[config.mk]
export PLATFORM = sky130hd
export DESIGN_NAME = uec_ctrl
export DESIGN_NICKNAME = d
export VERILOG_FILES = /design/src/verilog/uec_pkg.sv /design/src/verilog/uec_ctrl.sv /design/src/verilog/uec_fifo.sv
export SDC_FILE = /design/constraint.sdc
export NUM_CORES = 1
export LEC_CHECK = 0
export BUFFER_PORTS_ARGS = -buffer_cell sky130_fd_sc_hd__buf_2
export CAP_MARGIN = 15
export CORE_UTILIZATION = 40
export DETAILED_ROUTE_END_ITERATION = 12
export PLACE_DENSITY_LB_ADDON = 0.15
export SETUP_SLACK_MARGIN = 0.2
export SYNTH_ARGS = -nofsm -noshare
export SYNTH_HDL_FRONTEND = slang
export SYNTH_SLANG_ARGS = --single-unit
[constraint.sdc]
create_clock -name i_clk -period 3.7 [get_ports i_clk]
set_input_delay 0.37 -clock i_clk [delete_from_list [all_inputs] [get_ports i_clk]]
set_output_delay 0.37 -clock i_clk [all_outputs]
set_load 0.02 [all_outputs]
[src/verilog/uec_pkg.sv]
// Package for the endpoint control and status block.
// Assumes an 8-bit special-function register bus inside the controller.
package uec_pkg;
    // Register addresses
    localparam logic [7:0] ADDR_EP12_TX_BUFFER  = 8'he6; // Shared EP1/2 transmit data
    localparam logic [7:0] ADDR_EP0_TX_DATA     = 8'he7; // EP0 transmit data
    localparam logic [7:0] ADDR_EP12_TX_CONTROL = 8'heb; // EP1/2 transmit control
    localparam logic [7:0] ADDR_ENDPOINT_CTRL   = 8'hec; // Endpoint control
    localparam logic [7:0] ADDR_EP0_STATUS      = 8'hed; // EP0 status
    localparam logic [7:0] ADDR_EP0_RX_DATA     = 8'hef; // EP0 receive data
    localparam logic [7:0] REG_RESET            = 8'h00; // Reset value of all registers
    // Transmit control fields
    localparam int TXC_PID_BIT    = 7; // Data PID
    localparam int TXC_SEL_BIT    = 6; // Buffer select
    localparam int TXC_EN_BIT     = 5; // Transmit enable
    localparam int TXC_RESUME_BIT = 4; // Force resume
    // Endpoint control fields
    localparam int EPC_AUTO_STATUS_OUT_BIT   = 4; // Auto status out
    localparam int EPC_EP2_ENABLE_BIT   = 3; // EP2 enable
    localparam int EPC_EP1_ENABLE_BIT   = 2; // EP1 enable
    localparam int EPC_ST2_BIT    = 1; // EP2 stall
    localparam int EPC_ST1_BIT    = 0; // EP1 stall
    localparam logic [7:0] EPC_MASK = 8'h1f; // Writable endpoint control bits
    // EP0 status fields
    localparam int STA_EP0_RX_EXPECTED_PID_BIT   = 7; // Expected receive PID
    localparam int STA_SETUP_BIT  = 6; // Setup token seen
    localparam int STA_IN_BIT     = 5; // In token seen
    localparam int STA_OUT_BIT    = 4; // Out token seen
    localparam int CNT_MSB        = 3; // Top bit of byte counts
    // Token PIDs (4-bit)
    localparam logic [3:0] PID_SETUP = 4'hd; // Setup token b1101
    localparam logic [3:0] PID_IN    = 4'h9; // In token
    localparam logic [3:0] PID_OUT   = 4'h1; // Out token
    // Handshake answers
    typedef enum logic [1:0] {
        UEC_ANS_NONE  = 2'b00, // No answer
        UEC_ANS_DATA  = 2'b01, // Data packet follows
        UEC_ANS_NAK   = 2'b10, // Negative answer
        UEC_ANS_STALL = 2'b11  // Stall answer
    } uec_ans_t;
    // Transmit sequencer states
    typedef enum logic [1:0] {
        UEC_IDLE = 2'b00, // Waiting for IN
        UEC_SEND = 2'b01, // Streaming bytes
        UEC_WACK = 2'b10  // Waiting for host ACK
    } uec_state_t;
    localparam int FIFO_DEPTH = 8; // Transmit buffer depth
    localparam int DATA_W     = 8; // Byte width
endpackage

[src/verilog/uec_ctrl.sv]
// Endpoint control and status registers of a low-speed USB function.
// Assumes a CPU register strobe port and a decoded packet engine on the line side.
// Summary of operation
// - Shared TX PID bit picks DATA1/DATA0
// - Buffer select routes data EP1 or EP2
// - EP2 IN NAKed when select points EP1
// - NAK EP1/2 IN when disabled or done
// - Force resume drives K state
// - Force resume never sets resume flag
// - Four-bit transmit byte count field
// - Status-out bit auto answers status OUT
// - Bits 3,2 enable EP2, EP1
// - Bits 1,0 force stall EP2, EP1
// - Expected EP0 receive PID bit
// - SETUP token sets setup-detect bit
// - IN token sets in-detect bit
// - OUT token sets out-detect bit
// - Last EP0 DATA byte count readable
// - EP0 received bytes at 0xef
// - EP0 transmit bytes at 0xe7
// - Done flag set after host ACK
// - Resume flag set on suspended activity
module uec_ctrl (
    input  wire logic       i_clk,           // 10 MHz clock
    input  wire logic       i_srst,          // Sync reset, high
    input  wire logic [7:0] i_reg_addr,      // Register address
    input  wire logic       i_reg_wr,        // Write strobe
    input  wire logic       i_reg_rd,        // Read strobe
    input  wire logic [7:0] i_reg_wdata,     // Write data
    output logic      [7:0] o_reg_rdata,     // Read data, registered
    input  wire logic       i_tok_valid,     // Token decoded pulse
    input  wire logic [3:0] i_tok_pid,       // Token PID
    input  wire logic [3:0] i_tok_ep,        // Token endpoint
    input  wire logic       i_rx_byte_valid, // EP0 received byte pulse
    input  wire logic [7:0] i_rx_byte,       // EP0 received byte
    input  wire logic       i_rx_end,        // End of EP0 DATA packet
    input  wire logic       i_rx_pid_data1,  // Received packet was DATA1
    input  wire logic       i_host_ack,      // Host ACK pulse
    input  wire logic       i_line_ready,    // Line takes next byte
    input  wire logic       i_suspend_flag,  // Suspend bit of USB unit
    input  wire logic       i_bus_activity,  // Pin-level activity, async
    input  wire logic       i_done_clear,    // Software clears done flag
    input  wire logic       i_resume_clear,  // Software clears resume flag
    output logic [1:0]      o_answer,        // Answer kind, valid one cycle
    output logic            o_answer_valid,  // Answer strobe
    output logic            o_tx_pid_data1,  // DATA1 on this packet
    output logic            o_tx_ep2,        // Packet for EP2
    output logic            o_tx_valid,      // Byte valid to line
    output logic      [7:0] o_tx_byte,       // Byte to line
    output logic            o_tx_last,       // Last byte of packet
    output logic            o_status_ack,    // Auto ACK of status OUT
    output logic            o_rx_pid_match,  // Received PID as expected
    output logic            o_drive_k,       // Drive K on data lines
    output logic            o_ep12_tx_done_flag, // Done flag
    output logic            o_bus_resume_flag    // Resume flag
);
    logic [7:0] txc_reg, txc_next;           // Shared transmit control
    logic [7:0] epc_reg, epc_next;           // Endpoint control
    logic [7:0] sta_reg, sta_next;           // EP0 status
    logic [7:0] rxd_reg, rxd_next;           // EP0 receive data
    logic [7:0] txd0_reg, txd0_next;         // EP0 transmit data
    logic [7:0] rdata_reg, rdata_next;       // Read data
    logic       done_reg, done_next;         // Done flag
    logic       res_reg, res_next;           // Resume flag
    logic [3:0] cnt_reg, cnt_next;           // Bytes left to send
    logic [3:0] rxc_reg, rxc_next;           // Bytes in current packet
    logic [1:0] ans_reg, ans_next;           // Answer kind
    logic       ansv_reg, ansv_next;         // Answer strobe
    logic       sack_reg, sack_next;         // Status ack
    logic       pm_reg, pm_next;             // PID match
    logic       act_s1_reg, act_s2_reg;      // Activity synchroniser
    uec_pkg::uec_state_t st_reg, st_next;    // Sequencer state
    logic       fifo_ready, fifo_valid;      // FIFO handshakes
    logic [7:0] fifo_data;                   // FIFO head
    logic       fifo_pop, fifo_flush, fifo_push; // FIFO controls
    logic       in_ep12, in_ep2, tok_in, tok_out; // Token decode

    // Register address match
    function automatic logic hit(input logic [7:0] a, input logic [7:0] b);
        return a == b;
    endfunction

    // Shared transmit buffer
    uec_fifo #(
        .WIDTH(uec_pkg::DATA_W),
        .DEPTH(uec_pkg::FIFO_DEPTH)
    ) u_fifo (
        .i_clk   (i_clk),
        .i_srst  (i_srst),
        .i_flush (fifo_flush),
        .i_valid (fifo_push),
        .o_ready (fifo_ready),
        .i_data  (i_reg_wdata),
        .o_valid (fifo_valid),
        .i_ready (fifo_pop),
        .o_data  (fifo_data),
        .o_count ()
    );

    // CPU writes to buffer; full buffer drops the byte
    assign fifo_push  = i_reg_wr && hit(i_reg_addr, uec_pkg::ADDR_EP12_TX_BUFFER) && fifo_ready;
    assign fifo_pop   = (st_reg == uec_pkg::UEC_SEND) && i_line_ready && fifo_valid;
    assign fifo_flush = (st_reg == uec_pkg::UEC_WACK) && i_host_ack;

    // Token decode
    always_comb begin
        tok_in  = i_tok_valid && (i_tok_pid == uec_pkg::PID_IN);
        tok_out = i_tok_valid && (i_tok_pid == uec_pkg::PID_OUT);
        in_ep12 = tok_in && (i_tok_ep == 4'h1 || i_tok_ep == 4'h2);
        in_ep2  = i_tok_ep == 4'h2;
    end

    // Register file next values
    always_comb begin
        txc_next  = txc_reg;
        epc_next  = epc_reg;
        sta_next  = sta_reg;
        rxd_next  = rxd_reg;
        txd0_next = txd0_reg;
        rdata_next = rdata_reg;
        rxc_next  = rxc_reg;
        pm_next   = pm_reg;
        if (i_reg_wr) begin
            if (hit(i_reg_addr, uec_pkg::ADDR_EP12_TX_CONTROL)) begin
                txc_next = i_reg_wdata;
            end
            if (hit(i_reg_addr, uec_pkg::ADDR_ENDPOINT_CTRL)) begin
                epc_next = i_reg_wdata & uec_pkg::EPC_MASK;
            end
            if (hit(i_reg_addr, uec_pkg::ADDR_EP0_STATUS)) begin
                sta_next[uec_pkg::STA_EP0_RX_EXPECTED_PID_BIT] = i_reg_wdata[uec_pkg::STA_EP0_RX_EXPECTED_PID_BIT];
            end
            if (hit(i_reg_addr, uec_pkg::ADDR_EP0_TX_DATA)) begin
                txd0_next = i_reg_wdata;
            end
        end
        // Token detect bits reflect the last token
        if (i_tok_valid) begin
            sta_next[uec_pkg::STA_SETUP_BIT] = i_tok_pid == uec_pkg::PID_SETUP;
            sta_next[uec_pkg::STA_IN_BIT] = tok_in;
            sta_next[uec_pkg::STA_OUT_BIT] = tok_out;
        end
        // EP0 receive bytes and count
        if (i_rx_byte_valid) begin
            rxd_next = i_rx_byte;
            rxc_next = rxc_reg + 4'h1;
        end
        if (i_rx_end) begin
            sta_next[uec_pkg::CNT_MSB:0] = rxc_reg;
            rxc_next = '0;
            pm_next = i_rx_pid_data1 == sta_reg[uec_pkg::STA_EP0_RX_EXPECTED_PID_BIT];
        end
        // Read mux
        if (i_reg_rd) begin
            case (i_reg_addr)
                uec_pkg::ADDR_EP0_TX_DATA:     rdata_next = txd0_reg;
                uec_pkg::ADDR_EP12_TX_CONTROL: rdata_next = txc_reg;
                uec_pkg::ADDR_ENDPOINT_CTRL:   rdata_next = epc_reg;
                uec_pkg::ADDR_EP0_STATUS:      rdata_next = sta_reg;
                uec_pkg::ADDR_EP0_RX_DATA:     rdata_next = rxd_reg;
                default:                       rdata_next = uec_pkg::REG_RESET;
            endcase
        end
    end

    // Sequencer and flags
    always_comb begin
        st_next   = st_reg;
        cnt_next  = cnt_reg;
        ans_next  = uec_pkg::UEC_ANS_NONE;
        ansv_next = 1'b0;
        sack_next = 1'b0;
        done_next = done_reg;
        res_next  = res_reg;
        if (i_done_clear) done_next = 1'b0;
        if (i_resume_clear) res_next = 1'b0;
        // Only synchronised line activity sets the flag, never force resume
        if (i_suspend_flag && act_s2_reg) res_next = 1'b1;
        // Auto status OUT answer
        if (tok_out && i_tok_ep == 4'h0 && epc_reg[uec_pkg::EPC_AUTO_STATUS_OUT_BIT]) begin
            sack_next = 1'b1;
        end
        case (st_reg)
            uec_pkg::UEC_IDLE: begin
                if (in_ep12) begin
                    ansv_next = 1'b1;
                    if (in_ep2 ? epc_reg[uec_pkg::EPC_ST2_BIT] : epc_reg[uec_pkg::EPC_ST1_BIT]) begin
                        ans_next = uec_pkg::UEC_ANS_STALL;
                    end else if (!txc_reg[uec_pkg::TXC_EN_BIT] || done_reg) begin
                        ans_next = uec_pkg::UEC_ANS_NAK;
                    end else if (in_ep2 ? !epc_reg[uec_pkg::EPC_EP2_ENABLE_BIT] : !epc_reg[uec_pkg::EPC_EP1_ENABLE_BIT]) begin
                        ans_next = uec_pkg::UEC_ANS_NAK;
                    end else if (in_ep2 != txc_reg[uec_pkg::TXC_SEL_BIT]) begin
                        ans_next = uec_pkg::UEC_ANS_NAK;
                    end else begin
                        ans_next = uec_pkg::UEC_ANS_DATA;
                        cnt_next = txc_reg[uec_pkg::CNT_MSB:0];
                        st_next  = (txc_reg[uec_pkg::CNT_MSB:0] == 4'h0) ? uec_pkg::UEC_WACK : uec_pkg::UEC_SEND;
                    end
                end
            end
            uec_pkg::UEC_SEND: begin
                if (fifo_pop) begin
                    cnt_next = cnt_reg - 4'h1;
                    if (cnt_reg == 4'h1) st_next = uec_pkg::UEC_WACK;
                end
            end
            uec_pkg::UEC_WACK: begin
                if (i_host_ack) begin
                    done_next = 1'b1;
                    st_next   = uec_pkg::UEC_IDLE;
                end else if (i_tok_valid) begin
                    st_next   = uec_pkg::UEC_IDLE; // Lost ACK, retry later
                end
            end
            default: st_next = uec_pkg::UEC_IDLE;
        endcase
    end

    // State registers
    always_ff @(posedge i_clk) begin
        if (i_srst) begin
            txc_reg    <= uec_pkg::REG_RESET;
            epc_reg    <= uec_pkg::REG_RESET;
            sta_reg    <= uec_pkg::REG_RESET;
            rxd_reg    <= uec_pkg::REG_RESET;
            txd0_reg   <= uec_pkg::REG_RESET;
            rdata_reg  <= uec_pkg::REG_RESET;
            done_reg   <= 1'b0;
            res_reg    <= 1'b0;
            cnt_reg    <= '0;
            rxc_reg    <= '0;
            ans_reg    <= uec_pkg::UEC_ANS_NONE;
            ansv_reg   <= 1'b0;
            sack_reg   <= 1'b0;
            pm_reg     <= 1'b0;
            act_s1_reg <= 1'b0;
            act_s2_reg <= 1'b0;
            st_reg     <= uec_pkg::UEC_IDLE;
        end else begin
            txc_reg    <= txc_next;
            epc_reg    <= epc_next;
            sta_reg    <= sta_next;
            rxd_reg    <= rxd_next;
            txd0_reg   <= txd0_next;
            rdata_reg  <= rdata_next;
            done_reg   <= done_next;
            res_reg    <= res_next;
            cnt_reg    <= cnt_next;
            rxc_reg    <= rxc_next;
            ans_reg    <= ans_next;
            ansv_reg   <= ansv_next;
            sack_reg   <= sack_next;
            pm_reg     <= pm_next;
            act_s1_reg <= i_bus_activity;
            act_s2_reg <= act_s1_reg;
            st_reg     <= st_next;
        end
    end

    // Outputs
    assign o_reg_rdata         = rdata_reg;
    assign o_answer            = ans_reg;
    assign o_answer_valid      = ansv_reg;
    assign o_tx_pid_data1      = txc_reg[uec_pkg::TXC_PID_BIT];
    assign o_tx_ep2            = txc_reg[uec_pkg::TXC_SEL_BIT];
    assign o_tx_valid          = (st_reg == uec_pkg::UEC_SEND) && fifo_valid;
    assign o_tx_byte           = fifo_data;
    assign o_tx_last           = cnt_reg == 4'h1;
    assign o_status_ack        = sack_reg;
    assign o_rx_pid_match      = pm_reg;
    assign o_drive_k           = txc_reg[uec_pkg::TXC_RESUME_BIT];
    assign o_ep12_tx_done_flag = done_reg;
    assign o_bus_resume_flag   = res_reg;

    // Assertions
    nak_disabled_a: assert property (@(posedge i_clk) disable iff (i_srst)
        (st_reg == uec_pkg::UEC_IDLE && in_ep12 && !txc_reg[uec_pkg::TXC_EN_BIT]
         && !epc_reg[uec_pkg::EPC_ST1_BIT] && !epc_reg[uec_pkg::EPC_ST2_BIT])
        |=> ansv_reg && ans_reg == uec_pkg::UEC_ANS_NAK)
        else $error("IN with transmit disabled not NAKed");
    sel_nak_a: assert property (@(posedge i_clk) disable iff (i_srst)
        (st_reg == uec_pkg::UEC_IDLE && in_ep12 && in_ep2 && !done_reg && txc_reg[uec_pkg::TXC_EN_BIT]
         && !epc_reg[uec_pkg::EPC_ST2_BIT] && epc_reg[uec_pkg::EPC_EP2_ENABLE_BIT] && !txc_reg[uec_pkg::TXC_SEL_BIT])
        |=> ans_reg == uec_pkg::UEC_ANS_NAK)
        else $error("EP2 IN with EP1 selected not NAKed");
    resume_k_a: assert property (@(posedge i_clk) disable iff (i_srst)
        (i_reg_wr && hit(i_reg_addr, uec_pkg::ADDR_EP12_TX_CONTROL))
        |=> o_drive_k == $past(i_reg_wdata[uec_pkg::TXC_RESUME_BIT]))
        else $error("K not driven while resume forced");
    no_self_resume_a: assert property (@(posedge i_clk) disable iff (i_srst)
        (!res_reg && !act_s2_reg) |=> !res_reg)
        else $error("Resume flag set without bus activity");
    setup_detect_a: assert property (@(posedge i_clk) disable iff (i_srst)
        (i_tok_valid && i_tok_pid == uec_pkg::PID_SETUP) |=> sta_reg[uec_pkg::STA_SETUP_BIT])
        else $error("Setup detect not set");
    in_detect_a: assert property (@(posedge i_clk) disable iff (i_srst)
        tok_in |=> sta_reg[uec_pkg::STA_IN_BIT] && !sta_reg[uec_pkg::STA_OUT_BIT])
        else $error("In detect wrong");
    out_detect_a: assert property (@(posedge i_clk) disable iff (i_srst)
        tok_out |=> sta_reg[uec_pkg::STA_OUT_BIT] && !sta_reg[uec_pkg::STA_IN_BIT])
        else $error("Out detect wrong");
    done_set_a: assert property (@(posedge i_clk) disable iff (i_srst)
        (st_reg == uec_pkg::UEC_WACK && i_host_ack) |=> done_reg ##1 (done_reg || $past(i_done_clear)))
        else $error("Done flag not set after ack");
    status_out_a: assert property (@(posedge i_clk) disable iff (i_srst)
        (tok_out && i_tok_ep == 4'h0 && epc_reg[uec_pkg::EPC_AUTO_STATUS_OUT_BIT]) |=> o_status_ack)
        else $error("Status OUT not answered");
endmodule

[src/verilog/uec_fifo.sv]
// Parameterised byte FIFO for the shared transmit path.
// Assumes one clock, synchronous active-high reset.
module uec_fifo #(
    parameter int WIDTH = 8, // Word width
    parameter int DEPTH = 8  // Word count, power of two
) (
    input  wire logic             i_clk,     // Clock
    input  wire logic             i_srst,    // Sync reset
    input  wire logic             i_flush,   // Drop contents
    input  wire logic             i_valid,   // Write valid
    output logic                  o_ready,   // Not full
    input  wire logic [WIDTH-1:0] i_data,    // Write data
    output logic                  o_valid,   // Not empty
    input  wire logic             i_ready,   // Read accept
    output logic      [WIDTH-1:0] o_data,    // Head word
    output logic [$clog2(DEPTH):0] o_count   // Words held
);
    localparam int AW = $clog2(DEPTH);
    logic [WIDTH-1:0] mem_reg [DEPTH];       // Storage
    logic [AW:0]      wr_reg, wr_next;       // Write pointer
    logic [AW:0]      rd_reg, rd_next;       // Read pointer
    logic             push, pop;             // Accepted moves

    // Handshakes and pointer updates
    always_comb begin
        o_ready = (wr_reg - rd_reg) != (AW+1)'(DEPTH);
        o_valid = wr_reg != rd_reg;
        push    = i_valid && o_ready;
        pop     = i_ready && o_valid;
        wr_next = wr_reg + (AW+1)'(push);
        rd_next = rd_reg + (AW+1)'(pop);
        if (i_flush) begin
            wr_next = '0;
            rd_next = '0;
        end
    end

    // Registers
    always_ff @(posedge i_clk) begin
        if (i_srst) begin
            wr_reg <= '0;
            rd_reg <= '0;
        end else begin
            wr_reg <= wr_next;
            rd_reg <= rd_next;
        end
        if (push) begin
            mem_reg[wr_reg[AW-1:0]] <= i_data;
        end
    end

    assign o_data  = mem_reg[rd_reg[AW-1:0]];
    assign o_count = wr_reg - rd_reg;
endmodule

==> results of run 1 <==
-- cell type report --
type	count	area, um2	share of cell area
clock buffers	17	425	0.0598
clock inverters	15	249	0.0350
inverters	8	30.0	0.00422
multi-input cells	333	2400	0.338
flip-flops and latches	136	3360	0.472
well taps	184	230	0.0323
repair buffers	80	418	0.0587
-- path summary, 6_finish.rpt --
| path | to | slack (ps) | cells past startpoint |
|---|---|---|---|
| hold reg to reg | act_s2_reg | 440 | 1 |
| setup reg to reg | u_fifo.mem_reg[7][3] | 900 | 7 |
| hold / removal | act_s1_reg | 160 | 2 |
| setup / recovery | u_fifo.mem_reg[7][3] | 900 | 7 |
-- cell usage in the layout (no fill, tap or decap), types with 6 or more instances in the layout --
cell / Yosys / routed
ha_1: 10 / 10
mux2i_1: 30 / 30
inv_1: 7 / 7
bufinv_16: 0 / 6
nor3_1: 15 / 15
buf_2: 3 / 73
nand3_1: 27 / 27
nand2b_1: 7 / 7
a21oi_1: 31 / 31
nor2b_1: 10 / 10
clkbuf_16: 0 / 17
mux4_2: 16 / 16
o21ai_0: 8 / 8
xor2_1: 6 / 6
edfxtp_1: 64 / 64
nand2_1: 51 / 51
mux2_2: 6 / 6
dfxtp_1: 72 / 72
nor2_1: 44 / 44
buf_4: 0 / 7
-- cells in the mapped netlist (4+ instances only) --
cell / count
dfxtp_1: 72
edfxtp_1: 64
nand2_1: 51
nor2_1: 44
a21oi_1: 31
mux2i_1: 30
nand3_1: 27
clkbuf_1: 19
mux4_2: 16
nor3_1: 15
ha_1: 10
nor2b_1: 10
o21ai_0: 8
inv_1: 7
nand2b_1: 7
mux2_2: 6
xor2_1: 6
a22oi_1: 5
and2_1: 5
nand4_1: 5
nor3b_1: 5
xnor2_1: 5
o221a_2: 4
-- logic make-up (layout without fill, tap and decap cells) --
kind of cell,count (synthesis),count (layout),synth area share
AND/OR/NAND/NOR,193,193,0.168
adder cells (fa/ha/maj),10,10,0.0212
multiplexers,52,52,0.123
AO/OA/AOI/OAI,66,66,0.0737
buffers and inverters,34,120,0.0235
flip-flops,136,136,0.569
XOR/XNOR,12,12,0.0203
-- power by group through the flow --
stage / clock network (uW) / logic (uW) / registers, uW
2_1_floorplan: 0 / 59.2 / 1630
3_3_place_gp: 0 / 123 / 1620
3_5_place_dp: 0 / 126 / 1620
4_1_cts: 1940 / 126 / 1590
5_1_grt: 2010 / 138 / 1590
6_report: 1910 / 125 / 1590
-- metal layers --
layer | vias up | track usage | share of wire
met2 | 96 | 0.316 | 0.49
met5 | - | 0 | 0
met3 | 18 | 0.0457 | 0.044
met4 | 0 | 0.0693 | 0.014
li1 | 2002 | - | -
met1 | 2028 | 0.255 | 0.45
-- stage by stage --
step,utilization,instances,hold slack (ps)
after floorplan,-,503,414
after global placement,0.445,741,424
after detailed placement,0.445,741,426
after CTS,0.492,773,144
after global routing,0.492,773,186
final,0.492,773,162
-- worst max-delay path, delay by kind of cell (launching register included) --
family	cells	cell delay (ps)
AOI/OAI and AO/OA	1	70
xor gates and xnor gates	1	190
adders and majority gates	1	320
buffers and inverters	1	260
DFF	1	330
and+or+nand+nor	3	1270
==> out/metrics.yaml, run 1 <==
cells_and_area:
  fin_nets: 632
  nFillCells: 1342
  area_growth_pct: 20.6
  largest_reg_flops: 64
  antenna_cells: 0
  drive_gt1_frac: 0.246
  fin_area_um2: 7120
drt:
  drt_iter0_markers: 301
  vias: 4144
  avgRoutedWirePerCell_um: 17.9
  drc: 0
  routed_wl_um: 13900
  ant_nets: 0
  vias_per_cell: 5.36
  dr.pass1.iters: 5
sta:
  final-setup-viol-count: 0
  max_freq_mhz: 357
  tightest_slew_ps: 754
  post-route-period-util: 0.757
  max_slew_margin: 0.497
  fin_crit_ps: 2800
  setup_ws_ps: 897
  finClkSkew_ps: 5.73
  finalHoldViolations: 0
  rsz0062_at_grt: "no"
  drv_slew: 0
  setup_tns_ps: 0
grt:
  grt_start_max_net_pins: 42
  grt_pass1_wl_um: 21600
  antenna_found_initial: 0
  track_usage: 0.195
  grt_pass1_vias: 4017
  globalRoute.totalOverflow: 0
flow_run:
  drv_cap: 0
critical_path:
  worstSetupStartpoint: "u_fifo.rd_reg[2]"
  critical-path-max-stage-delay_ps: 590
  cp_slowest_cell: "nor2_1"
  critPathKind: "register to register"
  cp_cell_sequence: "clkinv_1, ha_1, xor3_1, or4_1, a21oi_2, or4_4, nor2_1"
  cp-end-kind: "register"
  arrival_ps: 2840
  setup.worst_path.start_class: "register"
  r2r-start: "u_fifo.rd_reg[2]"
  path_max_fanout: 9
  cp.required_ps: 3740
clock_tree:
  cts_buffers: 17
  cts_resized: 0
  post_cts_buffers: 0
  cts.htree.levels: 4
  cts_tree: "built"
  clkTransAtPathRegs_ps: 60
  cts_buffer_depth: 2
  clockRootBuffer: "clkbuf_16"
  ctsHoldBuffers: 0
  worstSkewPairLatency_ps: 420
  clock-sinks: 136
floorplan:
  fp-row-count: 44
  core_um2: 14500
  die-width_um: 124
  die_area_um2: 15300
  start_util: 0.408
  ioPinCount: 74
  die_h_um: 124
synthesis:
  yosys_warnings: 0
  synth-edff-count: 64
  synth_top_area_share: 0.325
  syn_area_per_cell_um2: 11.7
  postSynthCellCount: 503
  synthFlopType: "dfxtp_1"
  netlist_area_um2: 5910
  synth_cell_types: 55
  async_flop_share: 0
  synth_fp_nets: 559
  ys_ff_latch: 136
  yosysTopAreaCell: "edfxtp_1"
  ys_seq_area_frac: 0.569
  synth.area.top_cells: "edfxtp_1, dfxtp_1, mux4_2"
power:
  p_leak_uw: 0.00271
  clkPwrFrac: 0.527
  swShare: 0.202
  p_int_uw: 2900
  power.total_uw: 3630
  switching_power_uw: 732
  ir_drop_mv: 0.339
  powerDensity_nw_per_um2: 510
  p_seq_frac: 0.438
  comb_power_share: 0.034
status:
  status: "completed"
worst_hold_path:
  hp-class: "input port to register"
  min_from: "i_bus_activity"
placed_design:
  pre_cts_slack_ps: 853
  dpl.hpwl_um: 9740
  gp_routability_congestion: 0.773
  io_buffers: 73
  placed_area_um2: 6440
Note: power is estimated with default switching activity, not from simulation.
==> run 2: changes to the inputs <==
==> constraint.sdc (replaced) <==
create_clock -name i_clk -period 2.5 [get_ports i_clk]
set_input_delay 0.25 -clock i_clk [delete_from_list [all_inputs] [get_ports i_clk]]
set_output_delay 0.25 -clock i_clk [all_outputs]
set_load 0.02 [all_outputs]
==> out/metrics.yaml, run 2 (synthesis results as in run 1) <==
cells_and_area:
  drive_gt1_frac: 0.292  # +0.0459
  antenna_cells: 0  # unchanged
  layout_common_cells: "buf_2, dfxtp_1, edfxtp_1, nand2_1, nor2_1"
  final_common_cell: "buf_2"
  fin_nets: 649  # +2.7%
  nFillCells: 1291  # -3.8%
  area_growth_pct: 23.7
  finalNonFillerCells: 790  # +2.2%
  largest_reg_flops: 64  # unchanged
clock_tree:
  cts_tree: "built"
  clkTransAtPathRegs_ps: 60  # about the same
  cts_buffers: 17  # unchanged
  cts_buffer_depth: 2  # unchanged
  clock-sinks: 136  # unchanged
  cts.htree.levels: 4  # unchanged
  clockRootBuffer: "clkbuf_16"
  worstSkewPairLatency_ps: 420  # about the same
  ctsHoldBuffers: 0  # unchanged
critical_path:
  setup.worst_path.start_class: "register"
  worstSetupStartpoint: "u_fifo.rd_reg[1]"
  cp.required_ps: 2640  # -1100 ps
  r2r_end: "u_fifo.mem_reg[5][1]"
  critPathTopFamily: "simple AND/OR/NAND/NOR gates"
  cp-end-kind: "register"
  critPathKind: "register to register"
  cp_cell_sequence: "inv_2, ha_4, nor2b_4, o211ai_1, a21oi_2, or4_4, nor3b_4, buf_12"
  cp_slowest_cell: "or4_4"
  endpoint: "u_fifo.mem_reg[5][1]"
  r2r-start: "u_fifo.rd_reg[1]"
  cp.depth: 8  # +1
  arrival_ps: 2480  # -360 ps
  cp_num_buf_inv: 2  # +1
  rrSetupSlack_ps: 160  # -740 ps
  critical-path-max-stage-delay_ps: 600  # about the same
  r2r_cells: 8  # +1
  path_max_fanout: 7  # -2
power:
  p_leak_uw: 0.00278  # +2.6%
  clkPwrFrac: 0.493  # -0.034
  ir_drop_mv: 0.439  # +30%
  p_seq_frac: 0.469  # +0.031
  switching_power_uw: 1090  # +49%
  powerDensity_nw_per_um2: 687  # +35%
  comb_power_share: 0.038  # +0.004
  swShare: 0.218  # +0.0163
  p_int_uw: 3930  # +35%
floorplan:
  fp-row-count: 44  # unchanged
  die_area_um2: 15300  # unchanged
  die-width_um: 124  # unchanged
  ioPinCount: 74  # unchanged
  start_util: 0.408  # unchanged
  die_h_um: 124  # unchanged
  core_um2: 14500  # unchanged
drt:
  dr.pass1.iters: 4  # -1
  vias_per_cell: 5.36  # about the same
  drc: 0  # unchanged
  vias: 4233  # +2.1%
  ant_nets: 0  # unchanged
  routed_wl_um: 14200  # +2.9%
  drt_iter0_markers: 355  # +18%
  avgRoutedWirePerCell_um: 18.0  # +0.66%
worst_hold_path:
  hold_depth: 2  # unchanged
  hp-class: "input port to register"
placed_design:
  dpl.hpwl_um: 9940  # +2.1%
  io_buffers: 73  # unchanged
  gp_routability_congestion: 0.806  # +4.2%
  dp.cells: 752  # +1.5%
grt:
  grt_start_max_net_pins: 36  # -14%
  grt_pass1_wl_um: 22400  # +3.7%
  track_usage: 0.202  # +0.00663
  globalRoute.totalOverflow: 0  # unchanged
  antenna_found_initial: 0  # unchanged
  grt_pass1_vias: 4113  # +2.4%
sta:
  drv_slew: 0  # unchanged
  final-setup-viol-count: 0  # unchanged
  post-route-period-util: 0.937  # +0.180
  tightest_slew_ps: 679  # -75.0 ps
  rsz0062_at_grt: "yes"
  fin_crit_ps: 2340  # -460 ps
  fin_hold_ws_ps: 45.9  # -116 ps
  max_freq_mhz: 427  # +20%
  finalHoldViolations: 0  # unchanged
  max_slew_margin: 0.547  # +0.0500
  finClkSkew_ps: 10.3  # +4.58 ps
  setup_tns_ps: 0  # unchanged
flow_run:
  drv_cap: 0  # unchanged
status:
  status: "completed"
==> run 2: cell count changes in the layout (fill, tap and decap cells not counted), moves of 3 or more <==
| cell | change |
|---|---|
| buf_4 | +12 |
| bufinv_16 | -4 |
| buf_12 | +3 |
| dfxtp_1 | -3 |
| ha_1 | -3 |
| nor3b_4 | +3 |
==> run 2: timing repair <==
action	CTS	global route
endpoints found under the hold margin	0	0
setup endpoints to repair	51	59
pin swaps	5	2
gates resized for setup	7	2
setup buffers	4	2
==> run 2: layout make-up <==
class / count / area, um2 / share of cell area
sequential: 136 / 3370 / 0.461
clock inverter: 12 / 141 / 0.0194
tap: 184 / 230 / 0.0315
clock buffer: 20 / 447 / 0.0611
multi-input combinational: 333 / 2480 / 0.340
inverter: 8 / 42.5 / 0.00582
timing repair buffer: 97 / 591 / 0.0808
==> run 2: per-layer routing <==
layer,vias up,GRT usage,wire (um),share of wire
li1,2044,-,-,-
met1,2057,0.263,6430,0.45
met2,115,0.328,6990,0.49
met3,17,0.0466,635,0.045
met4,0,0.0723,193,0.014
met5,-,0,0,0
==> run 2: worst min-delay path by stage <==
stage,startpoint,end
5_1_grt,i_bus_activity,act_s1_reg
6_report,i_bus_activity,act_s1_reg
2_1_floorplan,i_reg_wdata[0],u_fifo.mem_reg[0][0]
3_3_place_gp,act_s1_reg,act_s2_reg
3_5_place_dp,act_s1_reg,act_s2_reg
4_1_cts,i_bus_activity,act_s1_reg
==> run 2: power groups by stage <==
stage	combinational, uW	sequential (uW)	clock, uW
finish	193	2350	2470
global route	212	2360	2620
CTS	195	2350	2520
detailed placement	194	2400	0
global placement	191	2400	0
floorplan	87.6	2410	0
==> run 2: stage by stage <==
stage / power (uW) / setup slack [ps] / util / cell area (um2)
final: 5020 / 157 / 0.505 / 7310
after floorplan: 2490 / -22.0 / - / 6010
after global placement: 2590 / 143 / 0.456 / 6600
after global routing: 5190 / 62.2 / 0.505 / 7310
after CTS: 5070 / 168 / 0.502 / 7270
after detailed placement: 2600 / 65.1 / 0.456 / 6600
